### src/rtl/rtcw_pkg.sv
package rtcw_pkg;

  // ==========================================================
  // bus geometry
  localparam int          RTCW_ADDR_W     = 8;
  localparam logic [1:0]  RTCW_RESP_OKAY  = 2'h0;
  localparam logic [1:0]  RTCW_RESP_SLVERR = 2'h2;

  // ==========================================================
  // register byte offsets
  localparam logic [7:0]  RTCW_OFF_CTRL_ONE  = 8'h00;
  localparam logic [7:0]  RTCW_OFF_CTRL_TWO  = 8'h04;
  localparam logic [7:0]  RTCW_OFF_PRESCALER = 8'h08;
  localparam logic [7:0]  RTCW_OFF_RELOAD    = 8'h0c;
  localparam logic [7:0]  RTCW_OFF_STATUS    = 8'h10;
  localparam logic [7:0]  RTCW_OFF_COUNTER   = 8'h14;

  // ==========================================================
  // field positions
  localparam int RTCW_CTL1_WSEL_LSB   = 0;   // wakeup_clock_select [2:0]
  localparam int RTCW_CTL1_CALIB_OUTPUT_SELECT_BIT  = 3;   // calib_output_select
  localparam int RTCW_CTL1_DIV_LSB    = 4;   // source_clock_divider [6:4]
  localparam int RTCW_CTL1_COMPACT_BIT = 7;  // smaller device variant
  localparam int RTCW_CTL2_WTE_BIT    = 0;   // wakeup_timer_enable
  localparam int RTCW_PRE_ASYNC_LSB   = 0;   // async_prescaler_value [6:0]
  localparam int RTCW_PRE_SYNC_LSB    = 16;  // sync_prescaler_value [30:16]
  localparam int RTCW_STS_WAF_BIT     = 0;   // wakeup_write_allowed_flag
  localparam int RTCW_STS_WUF_BIT     = 1;   // wakeup flag, write one to clear

  // ==========================================================
  // field widths and reset values
  localparam int          RTCW_ASYNC_W   = 7;
  localparam int          RTCW_SYNC_W    = 15;
  localparam int          RTCW_CALIB_W   = 6;
  localparam int          RTCW_SRC_W     = 6;
  localparam int          RTCW_WUT_W     = 17;
  localparam logic [6:0]  RTCW_ASYNC_RST = 7'h7f;
  localparam logic [14:0] RTCW_SYNC_RST  = 15'h00ff;
  localparam logic [15:0] RTCW_RELOAD_RST = 16'hffff;
  localparam logic [2:0]  RTCW_SRCDIV_MAX = 3'h6;     // 111b acts as 110b (div64)
  localparam logic [16:0] RTCW_LONG_ADD  = 17'h10000;
  localparam logic [3:0]  RTCW_SHORT_MASK = 4'hf;     // div16 at select 000b
  localparam int          RTCW_CAL_EN_BIT = 5;        // prescaler bit gating calib output
  localparam int          RTCW_WAF_DELAY = 2;         // kernel cycles to write-allowed

  // ==========================================================
  // wakeup counting configurations
  typedef enum logic [1:0] {
    RTCW_CFG_SHORT  = 2'b00,
    RTCW_CFG_MEDIUM = 2'b01,
    RTCW_CFG_LONG   = 2'b10
  } rtcw_cfg_t;

endpackage

### src/rtl/rtcw_top.sv
// Chosen here: the AXI4-Lite interface to the registers and the register offsets.
`timescale 1ns/100ps
module rtcw_top
  import rtcw_pkg::*;
(
  input  wire logic        aclk,              // kernel clock, 250 MHz
  input  wire logic        aresetn,           // sync reset, active low
  input  wire logic [7:0]  s_axi_awaddr,      // write address
  input  wire logic        s_axi_awvalid,     // write address valid
  output logic             s_axi_awready,     // write address ready
  input  wire logic [31:0] s_axi_wdata,       // write data
  input  wire logic [3:0]  s_axi_wstrb,       // write byte enables
  input  wire logic        s_axi_wvalid,      // write data valid
  output logic             s_axi_wready,      // write data ready
  output logic [1:0]       s_axi_bresp,       // write response
  output logic             s_axi_bvalid,      // write response valid
  input  wire logic        s_axi_bready,      // write response ready
  input  wire logic [7:0]  s_axi_araddr,      // read address
  input  wire logic        s_axi_arvalid,     // read address valid
  output logic             s_axi_arready,     // read address ready
  output logic [31:0]      s_axi_rdata,       // read data
  output logic [1:0]       s_axi_rresp,       // read response
  output logic             s_axi_rvalid,      // read data valid
  input  wire logic        s_axi_rready,      // read data ready
  output logic             calib_output_pin,  // calibration output
  output logic             wakeup_event       // one-cycle pulse per expiry
);

  // ==========================================================
  // helper functions
  function automatic logic rtcw_reg_hit(input logic [7:0] addr);
    case (addr)
      RTCW_OFF_CTRL_ONE, RTCW_OFF_CTRL_TWO, RTCW_OFF_PRESCALER,
      RTCW_OFF_RELOAD, RTCW_OFF_STATUS, RTCW_OFF_COUNTER: rtcw_reg_hit = 1'b1;
      default: rtcw_reg_hit = 1'b0;
    endcase
  endfunction

  function automatic logic [31:0] rtcw_merge(input logic [31:0] old_v,
                                             input logic [31:0] new_v,
                                             input logic [3:0]  strb);
    logic [31:0] res;
    res = old_v;
    for (int i = 0; i < 4; i++) begin
      if (strb[i]) begin
        res[i*8 +: 8] = new_v[i*8 +: 8];
      end
    end
    rtcw_merge = res;
  endfunction

  // ==========================================================
  // declarations
  logic [7:0]  awaddr_reg;
  logic [31:0] wdata_reg;
  logic [3:0]  wstrb_reg;
  logic        aw_held_reg;
  logic        w_held_reg;
  logic        aw_take, w_take, ar_take, wr_fire;
  logic        aw_held_next, w_held_next, bvalid_next, rvalid_next;
  logic [2:0]  wakeup_clock_select;
  logic        calib_output_select;
  logic [2:0]  source_clock_divider;
  logic        compact_variant;
  logic        wakeup_timer_enable;
  logic [6:0]  async_prescaler_value;
  logic [14:0] sync_prescaler_value;
  logic [15:0] wakeup_reload_value;
  logic [RTCW_WAF_DELAY-1:0] waf_pipe_reg;
  logic        wakeup_write_allowed_flag;
  logic        wakeup_flag_reg;
  logic [31:0] ctrl_one_rd, ctrl_two_rd, presc_rd, reload_rd, status_rd, count_rd;
  logic [31:0] rd_value;
  logic [RTCW_SRC_W-1:0]   src_cnt_reg;
  logic [RTCW_SRC_W-1:0]   src_mask;
  logic        src_tick;
  logic [RTCW_ASYNC_W-1:0] async_cnt;
  logic        async_tick;
  logic [RTCW_SYNC_W-1:0]  sync_cnt;
  logic        calendar_second_tick;
  logic [RTCW_CALIB_W-1:0] calib_cnt;
  logic        calib_divided;
  logic        calib_second;
  logic [3:0]  short_cnt_reg;
  logic [3:0]  short_mask;
  logic        short_tick;
  rtcw_cfg_t   wk_cfg;
  logic        wk_tick;
  logic [RTCW_WUT_W-1:0]   wk_load;
  logic [RTCW_WUT_W-1:0]   wk_cnt_reg;
  logic        wk_expire;

  // ==========================================================
  // axi4-lite handshakes
  assign aw_take      = s_axi_awvalid && s_axi_awready;
  assign w_take       = s_axi_wvalid && s_axi_wready;
  assign ar_take      = s_axi_arvalid && s_axi_arready;
  assign wr_fire      = aw_held_reg && w_held_reg && !s_axi_bvalid;
  assign aw_held_next = (aw_held_reg && !wr_fire) || aw_take;
  assign w_held_next  = (w_held_reg && !wr_fire) || w_take;
  assign bvalid_next  = wr_fire || (s_axi_bvalid && !s_axi_bready);
  assign rvalid_next  = ar_take || (s_axi_rvalid && !s_axi_rready);

  // write address and data capture, either order
  always_ff @(posedge aclk) begin
    if (!aresetn) begin
      aw_held_reg   <= 1'b0;
      w_held_reg    <= 1'b0;
      awaddr_reg    <= 8'h00;
      wdata_reg     <= 32'h0000_0000;
      wstrb_reg     <= 4'h0;
      s_axi_awready <= 1'b0;
      s_axi_wready  <= 1'b0;
    end else begin
      aw_held_reg   <= aw_held_next;
      w_held_reg    <= w_held_next;
      s_axi_awready <= !aw_held_next && !bvalid_next;
      s_axi_wready  <= !w_held_next && !bvalid_next;
      if (aw_take) begin
        awaddr_reg <= s_axi_awaddr;
      end
      if (w_take) begin
        wdata_reg <= s_axi_wdata;
        wstrb_reg <= s_axi_wstrb;
      end
    end
  end

  // write response
  always_ff @(posedge aclk) begin
    if (!aresetn) begin
      s_axi_bvalid <= 1'b0;
      s_axi_bresp  <= RTCW_RESP_OKAY;
    end else begin
      s_axi_bvalid <= bvalid_next;
      if (wr_fire) begin
        s_axi_bresp <= rtcw_reg_hit(awaddr_reg) ? RTCW_RESP_OKAY : RTCW_RESP_SLVERR;
      end
    end
  end

  // read channel, data one cycle after address
  always_ff @(posedge aclk) begin
    if (!aresetn) begin
      s_axi_arready <= 1'b0;
      s_axi_rvalid  <= 1'b0;
      s_axi_rdata   <= 32'h0000_0000;
      s_axi_rresp   <= RTCW_RESP_OKAY;
    end else begin
      s_axi_arready <= !rvalid_next;
      s_axi_rvalid  <= rvalid_next;
      if (ar_take) begin
        s_axi_rdata <= rd_value;
        s_axi_rresp <= rtcw_reg_hit(s_axi_araddr) ? RTCW_RESP_OKAY : RTCW_RESP_SLVERR;
      end
    end
  end

  // ==========================================================
  // register read images
  always_comb begin
    ctrl_one_rd = 32'h0000_0000;
    ctrl_one_rd[RTCW_CTL1_WSEL_LSB +: 3] = wakeup_clock_select;
    ctrl_one_rd[RTCW_CTL1_CALIB_OUTPUT_SELECT_BIT]     = calib_output_select;
    ctrl_one_rd[RTCW_CTL1_DIV_LSB +: 3]  = source_clock_divider;
    ctrl_one_rd[RTCW_CTL1_COMPACT_BIT]   = compact_variant;
    ctrl_two_rd = 32'h0000_0000;
    ctrl_two_rd[RTCW_CTL2_WTE_BIT]       = wakeup_timer_enable;
    presc_rd = 32'h0000_0000;
    presc_rd[RTCW_PRE_ASYNC_LSB +: RTCW_ASYNC_W] = async_prescaler_value;
    presc_rd[RTCW_PRE_SYNC_LSB +: RTCW_SYNC_W]   = sync_prescaler_value;
    reload_rd = {16'h0000, wakeup_reload_value};
    status_rd = 32'h0000_0000;
    status_rd[RTCW_STS_WAF_BIT] = wakeup_write_allowed_flag;
    status_rd[RTCW_STS_WUF_BIT] = wakeup_flag_reg;
    count_rd = {15'h0000, wk_cnt_reg};
  end

  // read mux
  always_comb begin
    case (s_axi_araddr)
      RTCW_OFF_CTRL_ONE:  rd_value = ctrl_one_rd;
      RTCW_OFF_CTRL_TWO:  rd_value = ctrl_two_rd;
      RTCW_OFF_PRESCALER: rd_value = presc_rd;
      RTCW_OFF_RELOAD:    rd_value = reload_rd;
      RTCW_OFF_STATUS:    rd_value = status_rd;
      RTCW_OFF_COUNTER:   rd_value = count_rd;
      default:            rd_value = 32'h0000_0000;
    endcase
  end

  // ==========================================================
  // control registers
  always_ff @(posedge aclk) begin
    logic [31:0] m;
    m = 32'h0000_0000;
    if (!aresetn) begin
      wakeup_clock_select   <= 3'h0;
      calib_output_select   <= 1'b0;
      source_clock_divider  <= 3'h0;
      compact_variant       <= 1'b0;
      wakeup_timer_enable   <= 1'b0;
      async_prescaler_value <= RTCW_ASYNC_RST;
      sync_prescaler_value  <= RTCW_SYNC_RST;
      wakeup_reload_value   <= RTCW_RELOAD_RST;
    end else if (wr_fire) begin
      case (awaddr_reg)
        RTCW_OFF_CTRL_ONE: begin
          m = rtcw_merge(ctrl_one_rd, wdata_reg, wstrb_reg);
          if (wakeup_write_allowed_flag) begin
            wakeup_clock_select <= m[RTCW_CTL1_WSEL_LSB +: 3];
          end
          calib_output_select  <= m[RTCW_CTL1_CALIB_OUTPUT_SELECT_BIT];
          source_clock_divider <= m[RTCW_CTL1_DIV_LSB +: 3];
          compact_variant      <= m[RTCW_CTL1_COMPACT_BIT];
        end
        RTCW_OFF_CTRL_TWO: begin
          m = rtcw_merge(ctrl_two_rd, wdata_reg, wstrb_reg);
          wakeup_timer_enable <= m[RTCW_CTL2_WTE_BIT];
        end
        RTCW_OFF_PRESCALER: begin
          m = rtcw_merge(presc_rd, wdata_reg, wstrb_reg);
          // zero is not trapped, software keeps it legal
          async_prescaler_value <= m[RTCW_PRE_ASYNC_LSB +: RTCW_ASYNC_W];
          sync_prescaler_value  <= m[RTCW_PRE_SYNC_LSB +: RTCW_SYNC_W];
        end
        RTCW_OFF_RELOAD: begin
          m = rtcw_merge(reload_rd, wdata_reg, wstrb_reg);
          if (wakeup_write_allowed_flag) begin
            wakeup_reload_value <= m[15:0];
          end
        end
        default: begin
          m = 32'h0000_0000;
        end
      endcase
    end
  end

  // write-allowed follows disable after two kernel cycles
  always_ff @(posedge aclk) begin
    if (!aresetn) begin
      waf_pipe_reg <= '1;
    end else begin
      waf_pipe_reg <= {waf_pipe_reg[RTCW_WAF_DELAY-2:0], !wakeup_timer_enable};
    end
  end
  assign wakeup_write_allowed_flag = waf_pipe_reg[RTCW_WAF_DELAY-1] && !wakeup_timer_enable;

  // ==========================================================
  // prescaler chain
  assign src_mask = (source_clock_divider > RTCW_SRCDIV_MAX) ?
                    ~(RTCW_SRC_W'(0)) : ~(~(RTCW_SRC_W'(0)) << source_clock_divider);
  assign src_tick = ((src_cnt_reg & src_mask) == src_mask);

  // source clock divider, power of two
  always_ff @(posedge aclk) begin
    if (!aresetn) begin
      src_cnt_reg <= '0;
    end else begin
      src_cnt_reg <= src_cnt_reg + RTCW_SRC_W'(1);
    end
  end

  // async prescaler, divide by value plus one
  rtcw_divider #(.W(RTCW_ASYNC_W)) u_async (
    .aclk      (aclk),
    .aresetn   (aresetn),
    .tick_in   (src_tick),
    .limit     (async_prescaler_value),
    .count_reg (async_cnt),
    .tick_out  (async_tick)
  );

  // sync prescaler makes the second tick
  rtcw_divider #(.W(RTCW_SYNC_W)) u_sync (
    .aclk      (aclk),
    .aresetn   (aresetn),
    .tick_in   (async_tick),
    .limit     (sync_prescaler_value),
    .count_reg (sync_cnt),
    .tick_out  (calendar_second_tick)
  );

  // ==========================================================
  // calibration output
  // divider from low six prescaler bits
  rtcw_divider #(.W(RTCW_CALIB_W)) u_calib (
    .aclk      (aclk),
    .aresetn   (aresetn),
    .tick_in   (src_tick),
    .limit     (async_prescaler_value[RTCW_CALIB_W-1:0]),
    .count_reg (calib_cnt),
    .tick_out  ()
  );

  // square wave spanning divider times prescaler
  assign calib_divided = (calib_cnt <= (async_prescaler_value[RTCW_CALIB_W-1:0] >> 1));
  assign calib_second  = (sync_cnt <= (sync_prescaler_value >> 1));

  // output pin selection
  always_ff @(posedge aclk) begin
    if (!aresetn) begin
      calib_output_pin <= 1'b0;
    end else if (!async_prescaler_value[RTCW_CAL_EN_BIT]) begin
      calib_output_pin <= 1'b0;
    end else if (!calib_output_select || compact_variant) begin
      calib_output_pin <= calib_divided;
    end else begin
      calib_output_pin <= calib_second;
    end
  end

  // ==========================================================
  // wakeup timer
  // configuration decode
  always_comb begin
    case (wakeup_clock_select)
      3'b000, 3'b001, 3'b010, 3'b011: wk_cfg = RTCW_CFG_SHORT;
      3'b100, 3'b101:                 wk_cfg = RTCW_CFG_MEDIUM;
      3'b110, 3'b111:                 wk_cfg = RTCW_CFG_LONG;
      default:                        wk_cfg = RTCW_CFG_SHORT;
    endcase
  end

  // short clock divides by 16, 8, 4 or 2
  assign short_mask = RTCW_SHORT_MASK >> wakeup_clock_select[1:0];
  assign short_tick = src_tick && ((short_cnt_reg & short_mask) == short_mask);

  // short-period divider
  always_ff @(posedge aclk) begin
    if (!aresetn) begin
      short_cnt_reg <= 4'h0;
    end else if (src_tick) begin
      short_cnt_reg <= short_cnt_reg + 4'h1;
    end
  end

  // medium and long count on second tick
  assign wk_tick = (wk_cfg == RTCW_CFG_SHORT) ? short_tick : calendar_second_tick;
  assign wk_load = (wk_cfg == RTCW_CFG_LONG) ?
                   ({1'b0, wakeup_reload_value} + RTCW_LONG_ADD) :
                   {1'b0, wakeup_reload_value};
  assign wk_expire = wakeup_timer_enable && wk_tick && (wk_cnt_reg == '0);

  // down counter, leaves zero at 011b to software
  always_ff @(posedge aclk) begin
    if (!aresetn) begin
      wk_cnt_reg <= {1'b0, RTCW_RELOAD_RST};
    end else if (!wakeup_timer_enable) begin
      wk_cnt_reg <= wk_load;
    // reload plus one ticks per period, reload plus 65537 in the long configuration
    end else if (wk_expire) begin
      wk_cnt_reg <= wk_load;
    end else if (wk_tick) begin
      wk_cnt_reg <= wk_cnt_reg - RTCW_WUT_W'(1);
    end
  end

  // sticky flag, set wins over clear
  always_ff @(posedge aclk) begin
    if (!aresetn) begin
      wakeup_flag_reg <= 1'b0;
      wakeup_event    <= 1'b0;
    end else begin
      wakeup_event <= wk_expire;
      if (wk_expire) begin
        wakeup_flag_reg <= 1'b1;
      end else if (wr_fire && (awaddr_reg == RTCW_OFF_STATUS) && wstrb_reg[0] &&
                   wdata_reg[RTCW_STS_WUF_BIT]) begin
        wakeup_flag_reg <= 1'b0;
      end
    end
  end

endmodule

### src/rtl/rtcw_divider.sv
`timescale 1ns/100ps
// counts enabled ticks from zero up to limit, pulses on wrap
module rtcw_divider #(
  parameter int W = 8
) (
  input  wire logic         aclk,       // kernel clock
  input  wire logic         aresetn,    // sync reset, active low
  input  wire logic         tick_in,    // count enable pulse
  input  wire logic [W-1:0] limit,      // divide by limit + 1
  output logic      [W-1:0] count_reg,  // current count
  output logic              tick_out    // wrap pulse, same cycle as tick_in
);

  // wrap detect
  assign tick_out = tick_in && (count_reg >= limit);

  // counter
  always_ff @(posedge aclk) begin
    if (!aresetn) begin
      count_reg <= '0;
    end else if (tick_out) begin
      count_reg <= '0;
    end else if (tick_in) begin
      count_reg <= count_reg + W'(1);
    end
  end

endmodule

### config.mk
export PLATFORM = sky130hd
export DESIGN_NAME = rtcw_top
export DESIGN_NICKNAME = d
export VERILOG_FILES = /design/src/rtl/rtcw_pkg.sv /design/src/rtl/rtcw_top.sv /design/src/rtl/rtcw_divider.sv
export SDC_FILE = /design/constraint.sdc
export NUM_CORES = 1
export LEC_CHECK = 0
export ABC_AREA = 1
export BUFFER_PORTS_ARGS = -buffer_cell sky130_fd_sc_hd__buf_2
export CORE_MARGIN = 1.5
export CORE_UTILIZATION = 61
export CTS_BUF_LIST = sky130_fd_sc_hd__clkbuf_4 sky130_fd_sc_hd__clkbuf_8
export DETAILED_ROUTE_END_ITERATION = 10
export GPL_ROUTABILITY_DRIVEN = 0
export PLACE_DENSITY = 0.82
export SLEW_MARGIN = 20
export SYNTH_ARGS = -nofsm -noshare
export SYNTH_HDL_FRONTEND = slang
export SYNTH_SLANG_ARGS = --single-unit
### constraint.sdc
create_clock -name aclk -period 2.31 [get_ports aclk]
set_input_delay 0.1155 -clock aclk [delete_from_list [all_inputs] [get_ports aclk]]
set_output_delay 0.1155 -clock aclk [all_outputs]
set_load 0.01 [all_outputs]
==> results.md <==
Yosys:
- Synthesis inferred 192 register bits.
- The share of synthesized area in the top cell type comes to 0.404.
- The sequential-to-total area share from yosys stat is 0.404.
- The gate count after technology mapping is 1,277.
- In this run the cell area of the synthesized design comes to 0.00953 mm^2.
- The number of enable flip-flop cells after synthesis is 0.
- The synthesized netlist contains 50 unique library cells.
- The most used standard cell by instance count after synthesis is nand2_1.
- The synthesized design spends more area on one cell type than any other, namely dfxtp_1.
- The total number of yosys warnings is 0.
- The share of flip-flops with an asynchronous set or reset after synthesis is 0.
- A synthesized cell averages 7.46 um^2.
- The most used flip-flop cell after synthesis is dfxtp_1.
- Ranked by total cell area, the synthesized netlist is headed by dfxtp_1 (40%), nand2_1 (8.6%), ha_1 (7.0%).
- Sorting the synthesized cells by how often they occur yields nand2_1 (217), dfxtp_1 (192), inv_1 (171), nor2_1 (116), a21oi_1 (112).

Drt:
- In the routed design, unresolved DRC markers number 0.
- The first-iteration detailed-routing DRC count is 729.
- The number of iterations in the first detailed-routing pass is 5.
- The count of vias placed by the detailed router is 9,337.
- After detailed routing, the number of vias per cell comes to 5.70.
- The per-cell routed wire length is 15.8 um.
- The count of nets left with antenna violations after detail routing is 0.
- The routed design has 25.9 mm of wire.

Die:
- Measured along the y axis, the die boundary spans 128 um.
- The die covers 0.0164 mm^2.
- The total I/O pin count is 102.
- Measured along the x axis, the die boundary spans 128 um.
- After floorplanning, the core was divided into 45 placement rows.
- The area of the core region is 0.0152 mm^2.
- The initial core utilization is 0.627.

Clocking:
- The number of CTS-inserted buffers is 17.
- TritonCTS built the clock tree.
- The root buffer cell chosen for the clock tree is clkbuf_8.
- The clock reaches the later pin of the worst-skew pair after 480 ps.
- CTS saw 192 sinks.
- No sink is reached through more buffers than the 2 on the longest clock path.
- In this run the number of H-tree levels came out at 4.
- Clock-pin slew was measured on the worst setup and hold paths at 100 ps.

Setup path:
- The maximum cell stage delay along the critical path is 360 ps.
- Traced cell by cell, the critical path runs through inv_1 -> ha_1 -> nand2_1 -> nor2_2 -> nand3_1 -> nor2_1 -> nand2_1 -> nand3_2 -> nand3_2 -> nand2_4 -> nand2_8 -> nand2_4 -> nand2_2 -> nand3_2 -> nand3_2.
- The cell at the slowest stage of the critical path is dfxtp_1.
- The cell occurring most often along the worst timing path is nand3_2.
- Data arrives at the worst endpoint at 2510 ps.
- For the worst setup path, the data required time is 2660 ps.
- STA classifies the critical path startpoint as a register.
- The top fanout value on the critical path is 20.
- STA classifies the critical path endpoint as a register.
- The type of the worst setup path is register to register.

Status:
- The flow ran to the end, and the final reports show no timing, DRC or antenna violations.

Cells and area:
- Counting the fill cells in the layout gives 1,144.
- The final net count is 1,549.
- The ratio of cells with drive above 1 in the final layout is 0.168.
- With fillers left out, the area of the finished cells amounts to 0.0113 mm^2.
- Relative to the synthesized area, the layout overhead comes to 19.0%.
- The diode insertion count for antenna repair is 0.
- The area taken by flip-flops and latches is 0.00384 mm^2.
- After the flow finishes, the layout carries non-filler instances totaling 1,637.
- The area taken by multi-input logic gates is 0.00484 mm^2.

Timing:
- The maximum clock frequency is 0.463 GHz.
- Hold timing on the final database bottoms out at a slack of 23.2 ps.
- Setup violations remaining at the end of the flow were counted as 0.
- Between clock sinks in the finished design, the worst skew comes to 9.63 ps.
- After layout, the minimum clock period comes to 2160 ps.
- In the finished design, the share of the clock period the worst path needs comes to 0.934.
- The number of hold-slack violations in the final timing report is 0.
- The worst pin sits at a relative slew slack of 0.456.
- Setup repair after global routing could not meet its margin everywhere.
- The max-slew violation count is 0.
- For the pin with the worst max-slew slack, the measured transition is 815 ps.
- Adding up every negative setup slack in the final design gives 0 ps.

Job:
- Across the run, the number of max-cap violations was 0.

Global route:
- The total overflow left after global routing is 0.
- The global routing usage on met2 is 0.554.
- The first global-routing pass estimated 42.1 mm of wire.
- The via count of the first global-routing pass is 8,836.
- For met3 alone, demand over resource in global routing was 0.0643.
- The initial antenna violation count is 0.
- Entering global routing, the biggest net connects 134 pins.
- The layer flagged by global routing as most heavily used is met2.
- The overall global routing resource usage is 0.324.
- For met1 alone, demand over resource in global routing was 0.388.

Pwr:
- The internal portion of the total power is 0.00481 W.
- The switching power summed over all nets is 0.00162 W.
- The sequential share of power is 0.543.
- The switching portion of total power is 0.252.
- The static leakage is 5.45 nW.
- Of the total power, combinational logic draws 0.082.
- The worst-case IR drop observed on VDD is 0.626 mV.
- Dividing total power by cell area gives a power density of 566 mW/mm^2.
- The final total power is 0.00642 W.
- Of the total power, the clock network draws 0.375.

Placed design:
- The wire-length estimate of the detail-placed layout is 16.9 mm.
- After detailed placement, the total cell area comes to 0.0104 mm^2.
- After detailed placement, the design holds a cell count of 1,560.
- The count of input and output buffers is 97.

Min path:
- The tightest min-delay check is of the primary input to register type.
power by group through the flow:
stage / Sequential (W) / Combinational [W] / Clock (W)
global placement: 0.00355 / 0.000424 / 0
floorplan: 0.00355 / 0.000278 / 0
detailed placement: 0.00356 / 0.000440 / 0
finish: 0.00349 / 0.000525 / 0.00241
CTS: 0.00348 / 0.000502 / 0.00242
global route: 0.00350 / 0.000582 / 0.00256
final timing paths:
path	start	endpoint	slack, ps	cells past startpoint
hold reg to reg	waf_pipe_reg[0]	waf_pipe_reg[1]	450	1
setup / recovery	sync_prescaler_value[14]	wk_cnt_reg[13]	150	15
setup reg to reg	sync_prescaler_value[14]	wk_cnt_reg[13]	150	15
hold / removal	s_axi_wdata[5]	wdata_reg[5]	20	3
cells in the final DEF, fill, tap and decap left out, types with 20 or more instances in the layout:
master / Yosys / layout
a21oi_1: 112 / 111
buf_2: 5 / 96
buf_4: 4 / 48
clkbuf_8: 0 / 20
dfxtp_1: 192 / 191
dlygate4sd3_1: 0 / 44
ha_1: 53 / 53
inv_1: 171 / 171
nand2_1: 217 / 216
nand3_1: 60 / 57
nand3_2: 22 / 25
nor2_1: 116 / 114
nor3_1: 23 / 22
o211ai_1: 33 / 33
o21ai_0: 98 / 97
xor2_1: 20 / 20
routing by layer:
metal  vias to the layer above  wire [um]
met2                       385      12500
li1                       4547          -
met3                       102       1700
met1                      4303      10500
met4                         0       1110
met5                         -          0
logic make-up after synthesis:
family,after synthesis,share of synthesized area
other,1,0.000394
xor gates and xnor gates,24,0.0221
and+or+nand+nor,504,0.249
buffers and inverters,229,0.0960
DFF,192,0.404
adders and majority gates,53,0.0696
AOI/OAI and AO/OA,274,0.160
critical path: cells and delay by family, from the launching register on:
family / cells / cell delay (ps)
and+or+nand+nor: 13 / 1270
DFF: 1 / 360
adders and majority gates: 1 / 320
buffers and inverters: 1 / 70
area by class of cell:
cell class / instances / share of cell area
inverters: 177 / 0.0588
repair buffers: 190 / 0.117
multi-input cells: 859 / 0.427
well taps: 188 / 0.0208
clock buffers: 21 / 0.0249
clock inverters: 10 / 0.0131
flip-flops and latches: 192 / 0.339
through the flow:
stage	utilization	worst slack, ps
detailed placement	0.684	0.239
finish	0.746	152
global placement	0.684	87.4
floorplan	-	193
global route	0.746	-38.2
CTS	0.742	0.159
timing repair:
action,in CTS,in global routing
hold buffers,44,0
endpoints found under the setup margin,4,22
buffers inserted,0,1
resized for setup,0,13
hold endpoints to repair,47,0
pin swaps,0,3
cloned,1,0
Note: power is estimated with default switching activity, not from simulation.
